$ cat src/design/tsrm_pkg.sv
// Register map constants for the temperature sensor register bank.
// Assumes an 8-bit register pointer supplied by the serial protocol engine.
package tsrm_pkg;
   localparam logic [7:0] ADDR_LOCAL_TEMP = 8'h00;
   localparam logic [7:0] ADDR_REMOTE_HI = 8'h01;
   localparam logic [7:0] ADDR_ALERT_FLAGS = 8'h02;
   localparam logic [7:0] ADDR_CONFIG = 8'h03;
   localparam logic [7:0] ADDR_CONFIG_ALIAS = 8'h09;
   localparam logic [7:0] ADDR_CONV_INT = 8'h04;
   localparam logic [7:0] ADDR_CONV_INT_ALIAS = 8'h0A;
   localparam logic [7:0] ADDR_LOCAL_HIGH = 8'h05;
   localparam logic [7:0] ADDR_LOCAL_HIGH_ALIAS = 8'h0B;
   localparam logic [7:0] ADDR_RSVD_A = 8'h06;
   localparam logic [7:0] ADDR_RHL_HI = 8'h07;
   localparam logic [7:0] ADDR_RHL_HI_ALIAS = 8'h0D;
   localparam logic [7:0] ADDR_RLL_HI = 8'h08;
   localparam logic [7:0] ADDR_RLL_HI_ALIAS = 8'h0E;
   localparam logic [7:0] ADDR_RSVD_B = 8'h0C;
   localparam logic [7:0] ADDR_ONE_SHOT = 8'h0F;
   localparam logic [7:0] ADDR_REMOTE_LO = 8'h10;
   localparam logic [7:0] ADDR_ADJ_HI = 8'h11;
   localparam logic [7:0] ADDR_ADJ_LO = 8'h12;
   localparam logic [7:0] ADDR_RHL_LO = 8'h13;
   localparam logic [7:0] ADDR_RLL_LO = 8'h14;
   localparam logic [7:0] ADDR_ALERT_MASK = 8'h16;
   localparam logic [7:0] ADDR_REMOTE_CRIT = 8'h19;
   localparam logic [7:0] ADDR_LOCAL_CRIT = 8'h20;
   localparam logic [7:0] ADDR_CRIT_HYST = 8'h21;
   localparam logic [7:0] ADDR_RECORD_1 = 8'h2D;
   localparam logic [7:0] ADDR_RECORD_2 = 8'h2E;
   localparam logic [7:0] ADDR_RECORD_3 = 8'h2F;
   localparam logic [7:0] ADDR_FILTER_ALERT = 8'hBF;
   localparam logic [7:0] ADDR_CHIP_IDENTITY = 8'hFD;
   localparam logic [7:0] ADDR_MAKER_ID = 8'hFE;
   localparam logic [7:0] ADDR_DEVREV_ID = 8'hFF;

   localparam logic [7:0] RST_ZERO = 8'h00;
   localparam logic [7:0] RST_CONFIG = 8'h05;
   localparam logic [7:0] RST_CONV_INT = 8'h08;
   localparam logic [7:0] RST_HIGH_LIMIT = 8'h46;
   localparam logic [7:0] RST_LOW_LIMIT = 8'hD8;
   localparam logic [7:0] RST_ALERT_MASK = 8'h07;
   localparam logic [7:0] RST_CRIT_HYST = 8'h0A;

   // Alert flag bit positions; bits 7 and 2 are live status and bit 5 reads zero, none are latched flags
   localparam int FLG_BUSY = 7;
   localparam int FLG_LOCAL_HIGH = 6;
   localparam int FLG_REMOTE_HIGH = 4;
   localparam int FLG_REMOTE_LOW = 3;
   localparam int FLG_REMOTE_OPEN = 2;
   localparam int FLG_REMOTE_CRIT = 1;
   localparam int FLG_LOCAL_CRIT = 0;
   localparam logic [7:0] FLG_LATCH_MASK = 8'h5B;
   localparam int CFG_ALERT_MASK_BIT = 7;
   localparam int FLT_ALERT_MODE_BIT = 0;

   localparam int REMOTE_W = 11;
   localparam int REMOTE_PAD = 5;
endpackage : tsrm_pkg

$ cat src/design/tsrm_result_if.sv
// Carries conversion results from the result latch to the register bank.
// Assumes a single clock domain.
`timescale 1ns/1ps
`default_nettype none
interface tsrm_result_if;
   logic [7:0] local_temp;
   logic [10:0] remote_temp;
   logic [7:0] flags_set;
   logic busy;
   logic remote_open;
   modport src (output local_temp, remote_temp, flags_set, busy, remote_open);
   modport dst (input local_temp, remote_temp, flags_set, busy, remote_open);
endinterface : tsrm_result_if
`default_nettype wire

$ cat src/design/tsrm_reg_bank.sv
// Register bank of a local and remote temperature sensor.
// Assumes a protocol engine that presents a pointer with one-cycle read and
// write strobes, and a conversion engine that pulses a done strobe.
`timescale 1ns/1ps
`default_nettype none
// What this block does
// Local result at 00h, 8-bit two's complement, 1 degree per count, read-only, resets zero.
// Remote result held as 11-bit two's complement, one eighth degree per count.
// Pointer 01h returns remote result bits ten to three, read-only, resets zero.
// Pointer 10h returns remaining low remote bits, read-only, resets zero.
// High then low byte read as word is left-justified, five low bits zero.
// Configuration, period and three limits answer at two pointers, one storage.
// Limits reset to 46h, 46h and D8h; remote limit low bytes reset zero.
// Write-only one-shot at 0Fh, reads zero; a write requests one conversion.
// Remote adjustment high at 11h and low at 12h, read-write, reset zero.
// Remote critical limit at 19h read-write, reset value taken at power-up.
// Local critical 20h loaded at power-up; hysteresis at 21h resets 0Ah.
// Filter and alert-mode register at BFh, read-write, resets zero.
// Read-only identity codes at FDh, FEh and FFh.
// Reading alert flags clears limit flags; later conversion may set again.
// Writes to read-only or unmapped pointers are dropped and answered not-acknowledge.
// Reserved and unlisted pointers read zero and change nothing.
// Alert mask at 16h resets 07h; data records 2Dh to 2Fh reset zero.
module tsrm_reg_bank
   import tsrm_pkg::*;
#(
   parameter logic [7:0] CHIP_IDENTITY = 8'hA1,   // Arbitrary value
   parameter logic [7:0] MAKER_ID = 8'hB2,  // Arbitrary value
   parameter logic [7:0] DEVREV_ID = 8'hC3  // Arbitrary value
)(
   input wire logic CLOCK_I,               // 25 MHz clock
   input wire logic SRST_I,                // Synchronous reset, active high
   input wire logic [7:0] PTR_I,           // Register pointer
   input wire logic WR_I,                  // Write strobe, one cycle
   input wire logic [7:0] WDATA_I,         // Write data
   input wire logic RD_I,                  // Read strobe, one cycle
   output logic [7:0] RDATA_O,             // Read data, registered
   output logic WR_NACK_O,                 // Write refused, registered pulse
   input wire logic [7:0] REMOTE_CRIT_INIT_I, // Power-up remote critical limit
   input wire logic [7:0] LOCAL_CRIT_INIT_I,  // Power-up local critical limit
   input wire logic CONV_DONE_I,           // Conversion done pulse
   input wire logic CONV_BUSY_I,           // Conversion in progress
   input wire logic REMOTE_OPEN_I,         // Remote diode open
   input wire logic [7:0] LOCAL_TEMP_I,    // Local conversion
   input wire logic [10:0] REMOTE_RAW_I,   // Remote conversion before adjust
   input wire logic [7:0] LIMIT_EVENTS_I,  // Limit events of the conversion
   input wire logic ARA_HIT_I,             // Alert response address answered
   output logic ONE_SHOT_O,                // One-shot request pulse, registered
   output logic [7:0] CONFIG_O,            // Configuration value
   output logic [7:0] CONV_INT_O,          // Conversion interval
   output logic [7:0] LOCAL_HIGH_O,        // Local high limit
   output logic [15:0] REMOTE_HIGH_O,      // Remote high limit word
   output logic [15:0] REMOTE_LOW_O,       // Remote low limit word
   output logic [7:0] ALERT_SRC_MASK_O,    // Alert source mask
   output logic [7:0] REMOTE_CRIT_O,       // Remote critical limit
   output logic [7:0] LOCAL_CRIT_O,        // Local critical limit
   output logic [7:0] CRIT_HYST_O,         // Critical hysteresis
   output logic [7:0] FILTER_ALERT_O,      // Filter and alert mode
   output logic [10:0] REMOTE_TEMP_O       // Adjusted remote result
);
   tsrm_result_if res ();

   logic [7:0] cfg_q, conv_q, lhigh_q, rhh_q, rlh_q, rhl_q, rll_q;
   logic [7:0] adj_hi_q, adj_lo_q, amask_q, rcrit_q, lcrit_q, hyst_q;
   logic [7:0] rec1_q, rec2_q, rec3_q, filt_q, flags_q;
   logic [7:0] rdata_q, rdata_d;
   logic nack_q, one_shot_q, crit_loaded_q;
   logic writable;
   logic [10:0] adj_w;
   logic [10:0] remote_adj;
   logic [15:0] remote_word;
   logic flags_read;
   logic [7:0] flags_now;

   // Offset bits line up with the result: high byte then top three of low byte
   assign adj_w = {adj_hi_q, adj_lo_q[7:REMOTE_PAD]};
   assign remote_adj = REMOTE_RAW_I + adj_w;

   tsrm_result_latch u_latch (
      .clk_i(CLOCK_I),
      .rst_i(SRST_I),
      .done_i(CONV_DONE_I),
      .busy_i(CONV_BUSY_I),
      .open_i(REMOTE_OPEN_I),
      .local_i(LOCAL_TEMP_I),
      .remote_i(remote_adj),
      .flags_i(LIMIT_EVENTS_I),
      .res(res)
   );

   assign remote_word = {res.remote_temp, {REMOTE_PAD{1'b0}}};

   always_comb begin
      unique case (PTR_I)
         ADDR_CONFIG, ADDR_CONFIG_ALIAS, ADDR_CONV_INT, ADDR_CONV_INT_ALIAS,
         ADDR_LOCAL_HIGH, ADDR_LOCAL_HIGH_ALIAS, ADDR_RHL_HI, ADDR_RHL_HI_ALIAS,
         ADDR_RLL_HI, ADDR_RLL_HI_ALIAS, ADDR_ONE_SHOT, ADDR_ADJ_HI, ADDR_ADJ_LO,
         ADDR_RHL_LO, ADDR_RLL_LO, ADDR_ALERT_MASK, ADDR_REMOTE_CRIT,
         ADDR_LOCAL_CRIT, ADDR_CRIT_HYST, ADDR_RECORD_1, ADDR_RECORD_2,
         ADDR_RECORD_3, ADDR_FILTER_ALERT: writable = 1'b1;
         default: writable = 1'b0;
      endcase
   end

   always_ff @(posedge CLOCK_I) begin
      if (SRST_I) begin
         nack_q <= 1'b0;
         one_shot_q <= 1'b0;
      end else begin
         nack_q <= WR_I && !writable;
         one_shot_q <= WR_I && (PTR_I == ADDR_ONE_SHOT);
      end
   end

   // Configuration: alert mask bit also set by an alerting status read while filter bit 0 is clear, or by an ARA
   always_ff @(posedge CLOCK_I) begin
      if (SRST_I) begin
         cfg_q <= RST_CONFIG;
      end else if (WR_I && (PTR_I == ADDR_CONFIG || PTR_I == ADDR_CONFIG_ALIAS)) begin
         cfg_q <= WDATA_I;
      end else if ((flags_read && (|(flags_q & FLG_LATCH_MASK))
                    && !filt_q[FLT_ALERT_MODE_BIT]) || ARA_HIT_I) begin
         cfg_q[CFG_ALERT_MASK_BIT] <= 1'b1;
      end
   end

   always_ff @(posedge CLOCK_I) begin
      if (SRST_I) begin
         conv_q <= RST_CONV_INT;
         lhigh_q <= RST_HIGH_LIMIT;
         rhh_q <= RST_HIGH_LIMIT;
         rlh_q <= RST_LOW_LIMIT;
         rhl_q <= RST_ZERO;
         rll_q <= RST_ZERO;
         adj_hi_q <= RST_ZERO;
         adj_lo_q <= RST_ZERO;
         amask_q <= RST_ALERT_MASK;
         hyst_q <= RST_CRIT_HYST;
         rec1_q <= RST_ZERO;
         rec2_q <= RST_ZERO;
         rec3_q <= RST_ZERO;
         filt_q <= RST_ZERO;
      end else if (WR_I) begin
         unique case (PTR_I)
            ADDR_CONV_INT, ADDR_CONV_INT_ALIAS: conv_q <= WDATA_I;
            ADDR_LOCAL_HIGH, ADDR_LOCAL_HIGH_ALIAS: lhigh_q <= WDATA_I;
            ADDR_RHL_HI, ADDR_RHL_HI_ALIAS: rhh_q <= WDATA_I;
            ADDR_RLL_HI, ADDR_RLL_HI_ALIAS: rlh_q <= WDATA_I;
            ADDR_RHL_LO: rhl_q <= WDATA_I;
            ADDR_RLL_LO: rll_q <= WDATA_I;
            ADDR_ADJ_HI: adj_hi_q <= WDATA_I;
            ADDR_ADJ_LO: adj_lo_q <= WDATA_I;
            ADDR_ALERT_MASK: amask_q <= WDATA_I;
            ADDR_CRIT_HYST: hyst_q <= WDATA_I;
            ADDR_RECORD_1: rec1_q <= WDATA_I;
            ADDR_RECORD_2: rec2_q <= WDATA_I;
            ADDR_RECORD_3: rec3_q <= WDATA_I;
            ADDR_FILTER_ALERT: filt_q <= WDATA_I;
            default: ;
         endcase
      end
   end

   // Critical limits take their strap value on the first cycle after reset release
   always_ff @(posedge CLOCK_I) begin
      if (SRST_I) begin
         crit_loaded_q <= 1'b0;
         rcrit_q <= RST_ZERO;
         lcrit_q <= RST_ZERO;
      end else if (!crit_loaded_q) begin
         crit_loaded_q <= 1'b1;
         rcrit_q <= REMOTE_CRIT_INIT_I;
         lcrit_q <= LOCAL_CRIT_INIT_I;
      end else if (WR_I && PTR_I == ADDR_REMOTE_CRIT) begin
         rcrit_q <= WDATA_I;
      end else if (WR_I && PTR_I == ADDR_LOCAL_CRIT) begin
         lcrit_q <= WDATA_I;
      end
   end

   assign flags_read = RD_I && (PTR_I == ADDR_ALERT_FLAGS);

   // A new event in the clearing cycle survives the read
   always_ff @(posedge CLOCK_I) begin
      if (SRST_I) begin
         flags_q <= RST_ZERO;
      end else begin
         flags_q <= (flags_read ? 8'h00 : flags_q) | res.flags_set;
      end
   end

   always_comb begin
      flags_now = flags_q & FLG_LATCH_MASK;
      flags_now[FLG_BUSY] = res.busy;
      flags_now[FLG_REMOTE_OPEN] = res.remote_open;
   end

   always_comb begin
      unique case (PTR_I)
         ADDR_LOCAL_TEMP: rdata_d = res.local_temp;
         ADDR_REMOTE_HI: rdata_d = remote_word[15:8];
         ADDR_REMOTE_LO: rdata_d = remote_word[7:0];
         ADDR_ALERT_FLAGS: rdata_d = flags_now;
         ADDR_CONFIG, ADDR_CONFIG_ALIAS: rdata_d = cfg_q;
         ADDR_CONV_INT, ADDR_CONV_INT_ALIAS: rdata_d = conv_q;
         ADDR_LOCAL_HIGH, ADDR_LOCAL_HIGH_ALIAS: rdata_d = lhigh_q;
         ADDR_RHL_HI, ADDR_RHL_HI_ALIAS: rdata_d = rhh_q;
         ADDR_RLL_HI, ADDR_RLL_HI_ALIAS: rdata_d = rlh_q;
         ADDR_RHL_LO: rdata_d = rhl_q;
         ADDR_RLL_LO: rdata_d = rll_q;
         ADDR_ADJ_HI: rdata_d = adj_hi_q;
         ADDR_ADJ_LO: rdata_d = adj_lo_q;
         ADDR_ALERT_MASK: rdata_d = amask_q;
         ADDR_REMOTE_CRIT: rdata_d = rcrit_q;
         ADDR_LOCAL_CRIT: rdata_d = lcrit_q;
         ADDR_CRIT_HYST: rdata_d = hyst_q;
         ADDR_RECORD_1: rdata_d = rec1_q;
         ADDR_RECORD_2: rdata_d = rec2_q;
         ADDR_RECORD_3: rdata_d = rec3_q;
         ADDR_FILTER_ALERT: rdata_d = filt_q;
         ADDR_CHIP_IDENTITY: rdata_d = CHIP_IDENTITY;
         ADDR_MAKER_ID: rdata_d = MAKER_ID;
         ADDR_DEVREV_ID: rdata_d = DEVREV_ID;
         default: rdata_d = 8'h00;
      endcase
   end

   always_ff @(posedge CLOCK_I) begin
      if (SRST_I) begin
         rdata_q <= 8'h00;
      end else if (RD_I) begin
         rdata_q <= rdata_d;
      end
   end

   assign RDATA_O = rdata_q;
   assign WR_NACK_O = nack_q;
   assign ONE_SHOT_O = one_shot_q;
   assign CONFIG_O = cfg_q;
   assign CONV_INT_O = conv_q;
   assign LOCAL_HIGH_O = lhigh_q;
   assign REMOTE_HIGH_O = {rhh_q, rhl_q};
   assign REMOTE_LOW_O = {rlh_q, rll_q};
   assign ALERT_SRC_MASK_O = amask_q;
   assign REMOTE_CRIT_O = rcrit_q;
   assign LOCAL_CRIT_O = lcrit_q;
   assign CRIT_HYST_O = hyst_q;
   assign FILTER_ALERT_O = filt_q;
   assign REMOTE_TEMP_O = res.remote_temp;
endmodule : tsrm_reg_bank
`default_nettype wire

$ cat src/design/tsrm_result_latch.sv
// Latches conversion results at the end of each conversion; limit events pass through unregistered in the done cycle.
// Assumes the conversion engine pulses done with results valid in that cycle.
`timescale 1ns/1ps
`default_nettype none
module tsrm_result_latch
   import tsrm_pkg::*;
(
   input wire logic clk_i,                 // Clock
   input wire logic rst_i,                 // Synchronous reset
   input wire logic done_i,                // Conversion done pulse
   input wire logic busy_i,                // Conversion in progress
   input wire logic open_i,                // Remote diode open
   input wire logic [7:0] local_i,         // Local result
   input wire logic [10:0] remote_i,       // Remote result, offset applied
   input wire logic [7:0] flags_i,         // Limit events of this conversion
   tsrm_result_if.src res                  // Toward the bank
);
   logic [7:0] local_q;
   logic [10:0] remote_q;
   logic busy_q;
   logic open_q;

   always_ff @(posedge clk_i) begin
      if (rst_i) begin
         local_q <= RST_ZERO;
         remote_q <= '0;
      end else if (done_i) begin
         local_q <= local_i;
         remote_q <= remote_i;
      end
   end

   always_ff @(posedge clk_i) begin
      if (rst_i) begin
         busy_q <= 1'b0;
         open_q <= 1'b0;
      end else begin
         busy_q <= busy_i;
         open_q <= open_i;
      end
   end

   assign res.local_temp = local_q;
   assign res.remote_temp = remote_q;
   assign res.flags_set = done_i ? (flags_i & FLG_LATCH_MASK) : 8'h00;
   assign res.busy = busy_q;
   assign res.remote_open = open_q;
endmodule : tsrm_result_latch
`default_nettype wire

$ cat config.mk
export PLATFORM = sky130hd
export DESIGN_NAME = tsrm_reg_bank
export DESIGN_NICKNAME = d
export VERILOG_FILES = /design/src/design/tsrm_pkg.sv /design/src/design/tsrm_result_if.sv /design/src/design/tsrm_reg_bank.sv /design/src/design/tsrm_result_latch.sv
export SDC_FILE = /design/constraint.sdc
export NUM_CORES = 1
export LEC_CHECK = 0
export ABC_AREA = 1
export BUFFER_PORTS_ARGS = -buffer_cell sky130_fd_sc_hd__buf_2
export CAP_MARGIN = 20
export CORE_MARGIN = 10
export CORE_UTILIZATION = 35
export CTS_CLUSTER_DIAMETER = 50
export DETAILED_ROUTE_END_ITERATION = 10
export PLACE_DENSITY = 0.52
export SYNTH_ARGS = -nofsm -noshare
export SYNTH_HDL_FRONTEND = slang
export SYNTH_HIERARCHICAL = 1
export SYNTH_SLANG_ARGS = --single-unit
$ cat constraint.sdc
create_clock -name CLOCK_I -period 2.4 [get_ports CLOCK_I]
set_input_delay 0.12 -clock CLOCK_I [delete_from_list [all_inputs] [get_ports CLOCK_I]]
set_output_delay 0.12 -clock CLOCK_I [all_outputs]
set_load 0.02 [all_outputs]
==> results.py <==
metrics = {
    "status": {
        "status": "complete, no violations",
    },
    "finish": {
        "drive_gt1_share_pct": 18.4,
        "fin_cells": 1835,
        "n_antenna_cell": 0,
        "syn_to_final_growth_pct": 23.4,
        "fin_area_sq_mm": 0.0106,
        "nets": 1576,
    },
    "pwr": {
        "p_leak_nw": 4.98,
        "switchingPower_mw": 1.75,
        "pwr-share-clk_pct": 44.5,
        "p_comb_share_pct": 9.1,
        "ir_worst_vdd_mv": 0.401,
        "p_sw_share_pct": 27.2,
        "power.internal_mw": 4.67,
        "power_density_mw_per_mm2": 603,
        "pwr-share-seq_pct": 46.4,
    },
    "cts": {
        "clock_latency_ns": 0.44,
        "numCtsBuffers": 17,
        "cts_buffer_depth": 2,
        "clkSinkCount": 173,
        "cts_tree": "built",
        "h-tree-depth": 4,
        "post_cts_resized": 0,
        "root_buffer": "clkbuf_16",
        "clk_pin_slew_worst_paths_ns": 0.07,
    },
    "worst_setup_path": {
        "worst-setup-path-type": "register to register",
        "crit_arrival_ns": 2.45,
        "critPathCaptureType": "register",
        "r2r_setup_slack_ns": 0.33,
        "cp-start-kind": "register",
        "worstPathRequired_ns": 2.79,
        "worstPathMaxFanout": 6,
        "r2r_cells": 10,
    },
    "global_route": {
        "grt_pass1_vias": 9028,
        "overflow": 0,
        "grt.total_usage_pct": 22.7,
        "grt_max_degree": 81,
        "antenna_found_initial": 0,
        "grt_pass1_wl_um": 54400,
    },
    "timing": {
        "setup_viol": 0,
        "fmax_ghz": 0.484,
        "fin_ws_ns": 0.335,
        "timing.final.hold_violations": 0,
        "report.final.slew_viol_count": 0,
        "slew_headroom_pct": 47.6,
        "skew_ns": 0.0108,
        "whs_ns": 0.00807,
        "period_needed_ns": 2.07,
        "fin_crit_sh_pct": 86.1,
        "grt_setup_unrepaired": "false",
        "tightest_slew_ns": 0.786,
        "tns_ns": 0,
    },
    "route": {
        "via_per_inst": 5.07,
        "postRouteAntennaNets": 0,
        "drc": 0,
        "first_iter_violations": 851,
        "routed_wl_um": 36100,
        "wire_per_inst_um": 19.7,
        "dr.pass1.iters": 5,
        "num_vias": 9308,
    },
    "floorplan": {
        "ioPinCount": 184,
        "core_sq_mm": 0.0243,
        "dieWidth_um": 177,
        "die_y_um": 177,
        "rows": 57,
        "start_util_pct": 35.5,
        "die-area_sq_mm": 0.0313,
    },
    "place": {
        "hpwl_um": 27000,
        "port_buffers": 180,
        "placed_area_sq_mm": 0.00978,
        "place_congestion": 0.905,
        "dp_slack_ns": 0.291,
        "dpl.cell_count": 1775,
    },
    "synth": {
        "syn-num-nets": 1388,
        "yosys_warnings": 6,
        "syn-cell-area_sq_mm": 0.00863,
        "avgSynthCellArea_sq_um": 6.59,
        "synth_cells": 1310,
    },
    "min_path": {
        "hold_path.class": "input port to register",
        "holdPathStages": 5,
    },
    "run": {
        "maxCapViolations": 0,
    },
}
[what timing repair did]
item / in CTS / in global routing
hold buffers: 28 / 0
buffers inserted: 0 / 0
hold endpoints to repair: 28 / 0
[path summary, 6_finish.rpt]
path,startpoint,endpoint
worst min register to register,rec2_q[7]$_SDFFE_PP0P_,rec2_q[7]$_SDFFE_PP0P_
worst max-delay path,adj_lo_q[7]$_SDFFE_PP0P_,u_latch/res.remote_temp[7]$_SDFFE_PP0P_
worst min-delay path,LOCAL_TEMP_I[7],u_latch/res.local_temp[7]$_SDFFE_PP0P_
worst max register to register,adj_lo_q[7]$_SDFFE_PP0P_,u_latch/res.remote_temp[7]$_SDFFE_PP0P_
[metal layers]
metal / up-vias / wire [um] / GRT usage (%)
met5: - / 0 / 0
met4: 0 / 725 / 6.37
met3: 43 / 2540 / 4.72
met2: 344 / 16200 / 35.9
met1: 4336 / 16600 / 30.6
li1: 4585 / - / -
[final cells by class]
type / instances / area [sq um]
fill: 2576 / 13700
multi-input combinational: 981 / 4490
clock buffer: 19 / 433
sequential: 173 / 3460
clock inverter: 13 / 155
timing repair buffer: 221 / 1300
tap: 324 / 405
inverter: 104 / 390
[power by group through the flow]
stage,Sequential [mW],Clock [mW],Combinational (mW)
after floorplan,3.06,0,0.278
after global placement,3.04,0,0.546
after detailed placement,3.04,0,0.547
after CTS,2.98,2.90,0.582
after global routing,2.98,3.00,0.639
final,2.98,2.85,0.586
[registers in the layout (all words and copies together), names as in the netlist, 5 cells and up]
register,cells
u_latch/res.remote_temp,11
ALERT_SRC_MASK_O,8
CONFIG_O,8
CONV_INT_O,8
CRIT_HYST_O,8
FILTER_ALERT_O,8
LOCAL_CRIT_O,8
LOCAL_HIGH_O,8
RDATA_O,8
REMOTE_CRIT_O,8
adj_hi_q,8
adj_lo_q,8
rec1_q,8
rec2_q,8
rec3_q,8
rhh_q,8
rhl_q,8
rlh_q,8
rll_q,8
u_latch/res.local_temp,8
flags_q,5
[critical path: stages, from the launching register on]
cell,delay (ns)
dfxtp_1,0.35
ha_1,0.37
a21oi_1,0.23
o21ai_0,0.14
a21oi_1,0.22
o211a_1,0.18
xor2_1,0.25
inv_1,0.08
nand2_1,0.06
nand2_1,0.07
nor2_2,0.08
[layout by cell type, fill, tap and decap left out, types with 2 or more instances in the layout]
master,n
nand3_2,2
inv_2,17
nor4_1,3
nor2_2,14
o21ai_1,3
nand2_1,395
dlygate4sd3_1,28
buf_2,180
dfxtp_1,173
a31oi_1,8
nand3_1,115
nor2_4,13
a211oi_1,2
nor2_1,191
inv_8,2
xor2_1,7
nand2_2,8
clkbuf_16,17
bufinv_16,2
xnor2_1,3
clkinv_4,2
buf_4,11
o21ai_0,80
clkbuf_1,2
inv_1,86
ha_1,10
buf_12,2
nand4_1,9
clkinvlp_4,2
o211ai_1,3
nor3_1,3
a22oi_1,8
inv_6,4
a21oi_1,99
[metrics by stage]
stage / util, % / total power [mW]
2_1_floorplan: - / 3.34
3_3_place_gp: 40.2 / 3.59
3_5_place_dp: 40.2 / 3.59
4_1_cts: 43.8 / 6.46
5_1_grt: 43.8 / 6.62
6_report: 43.8 / 6.42
No activity file was read; power rests on OpenSTA's default activity.
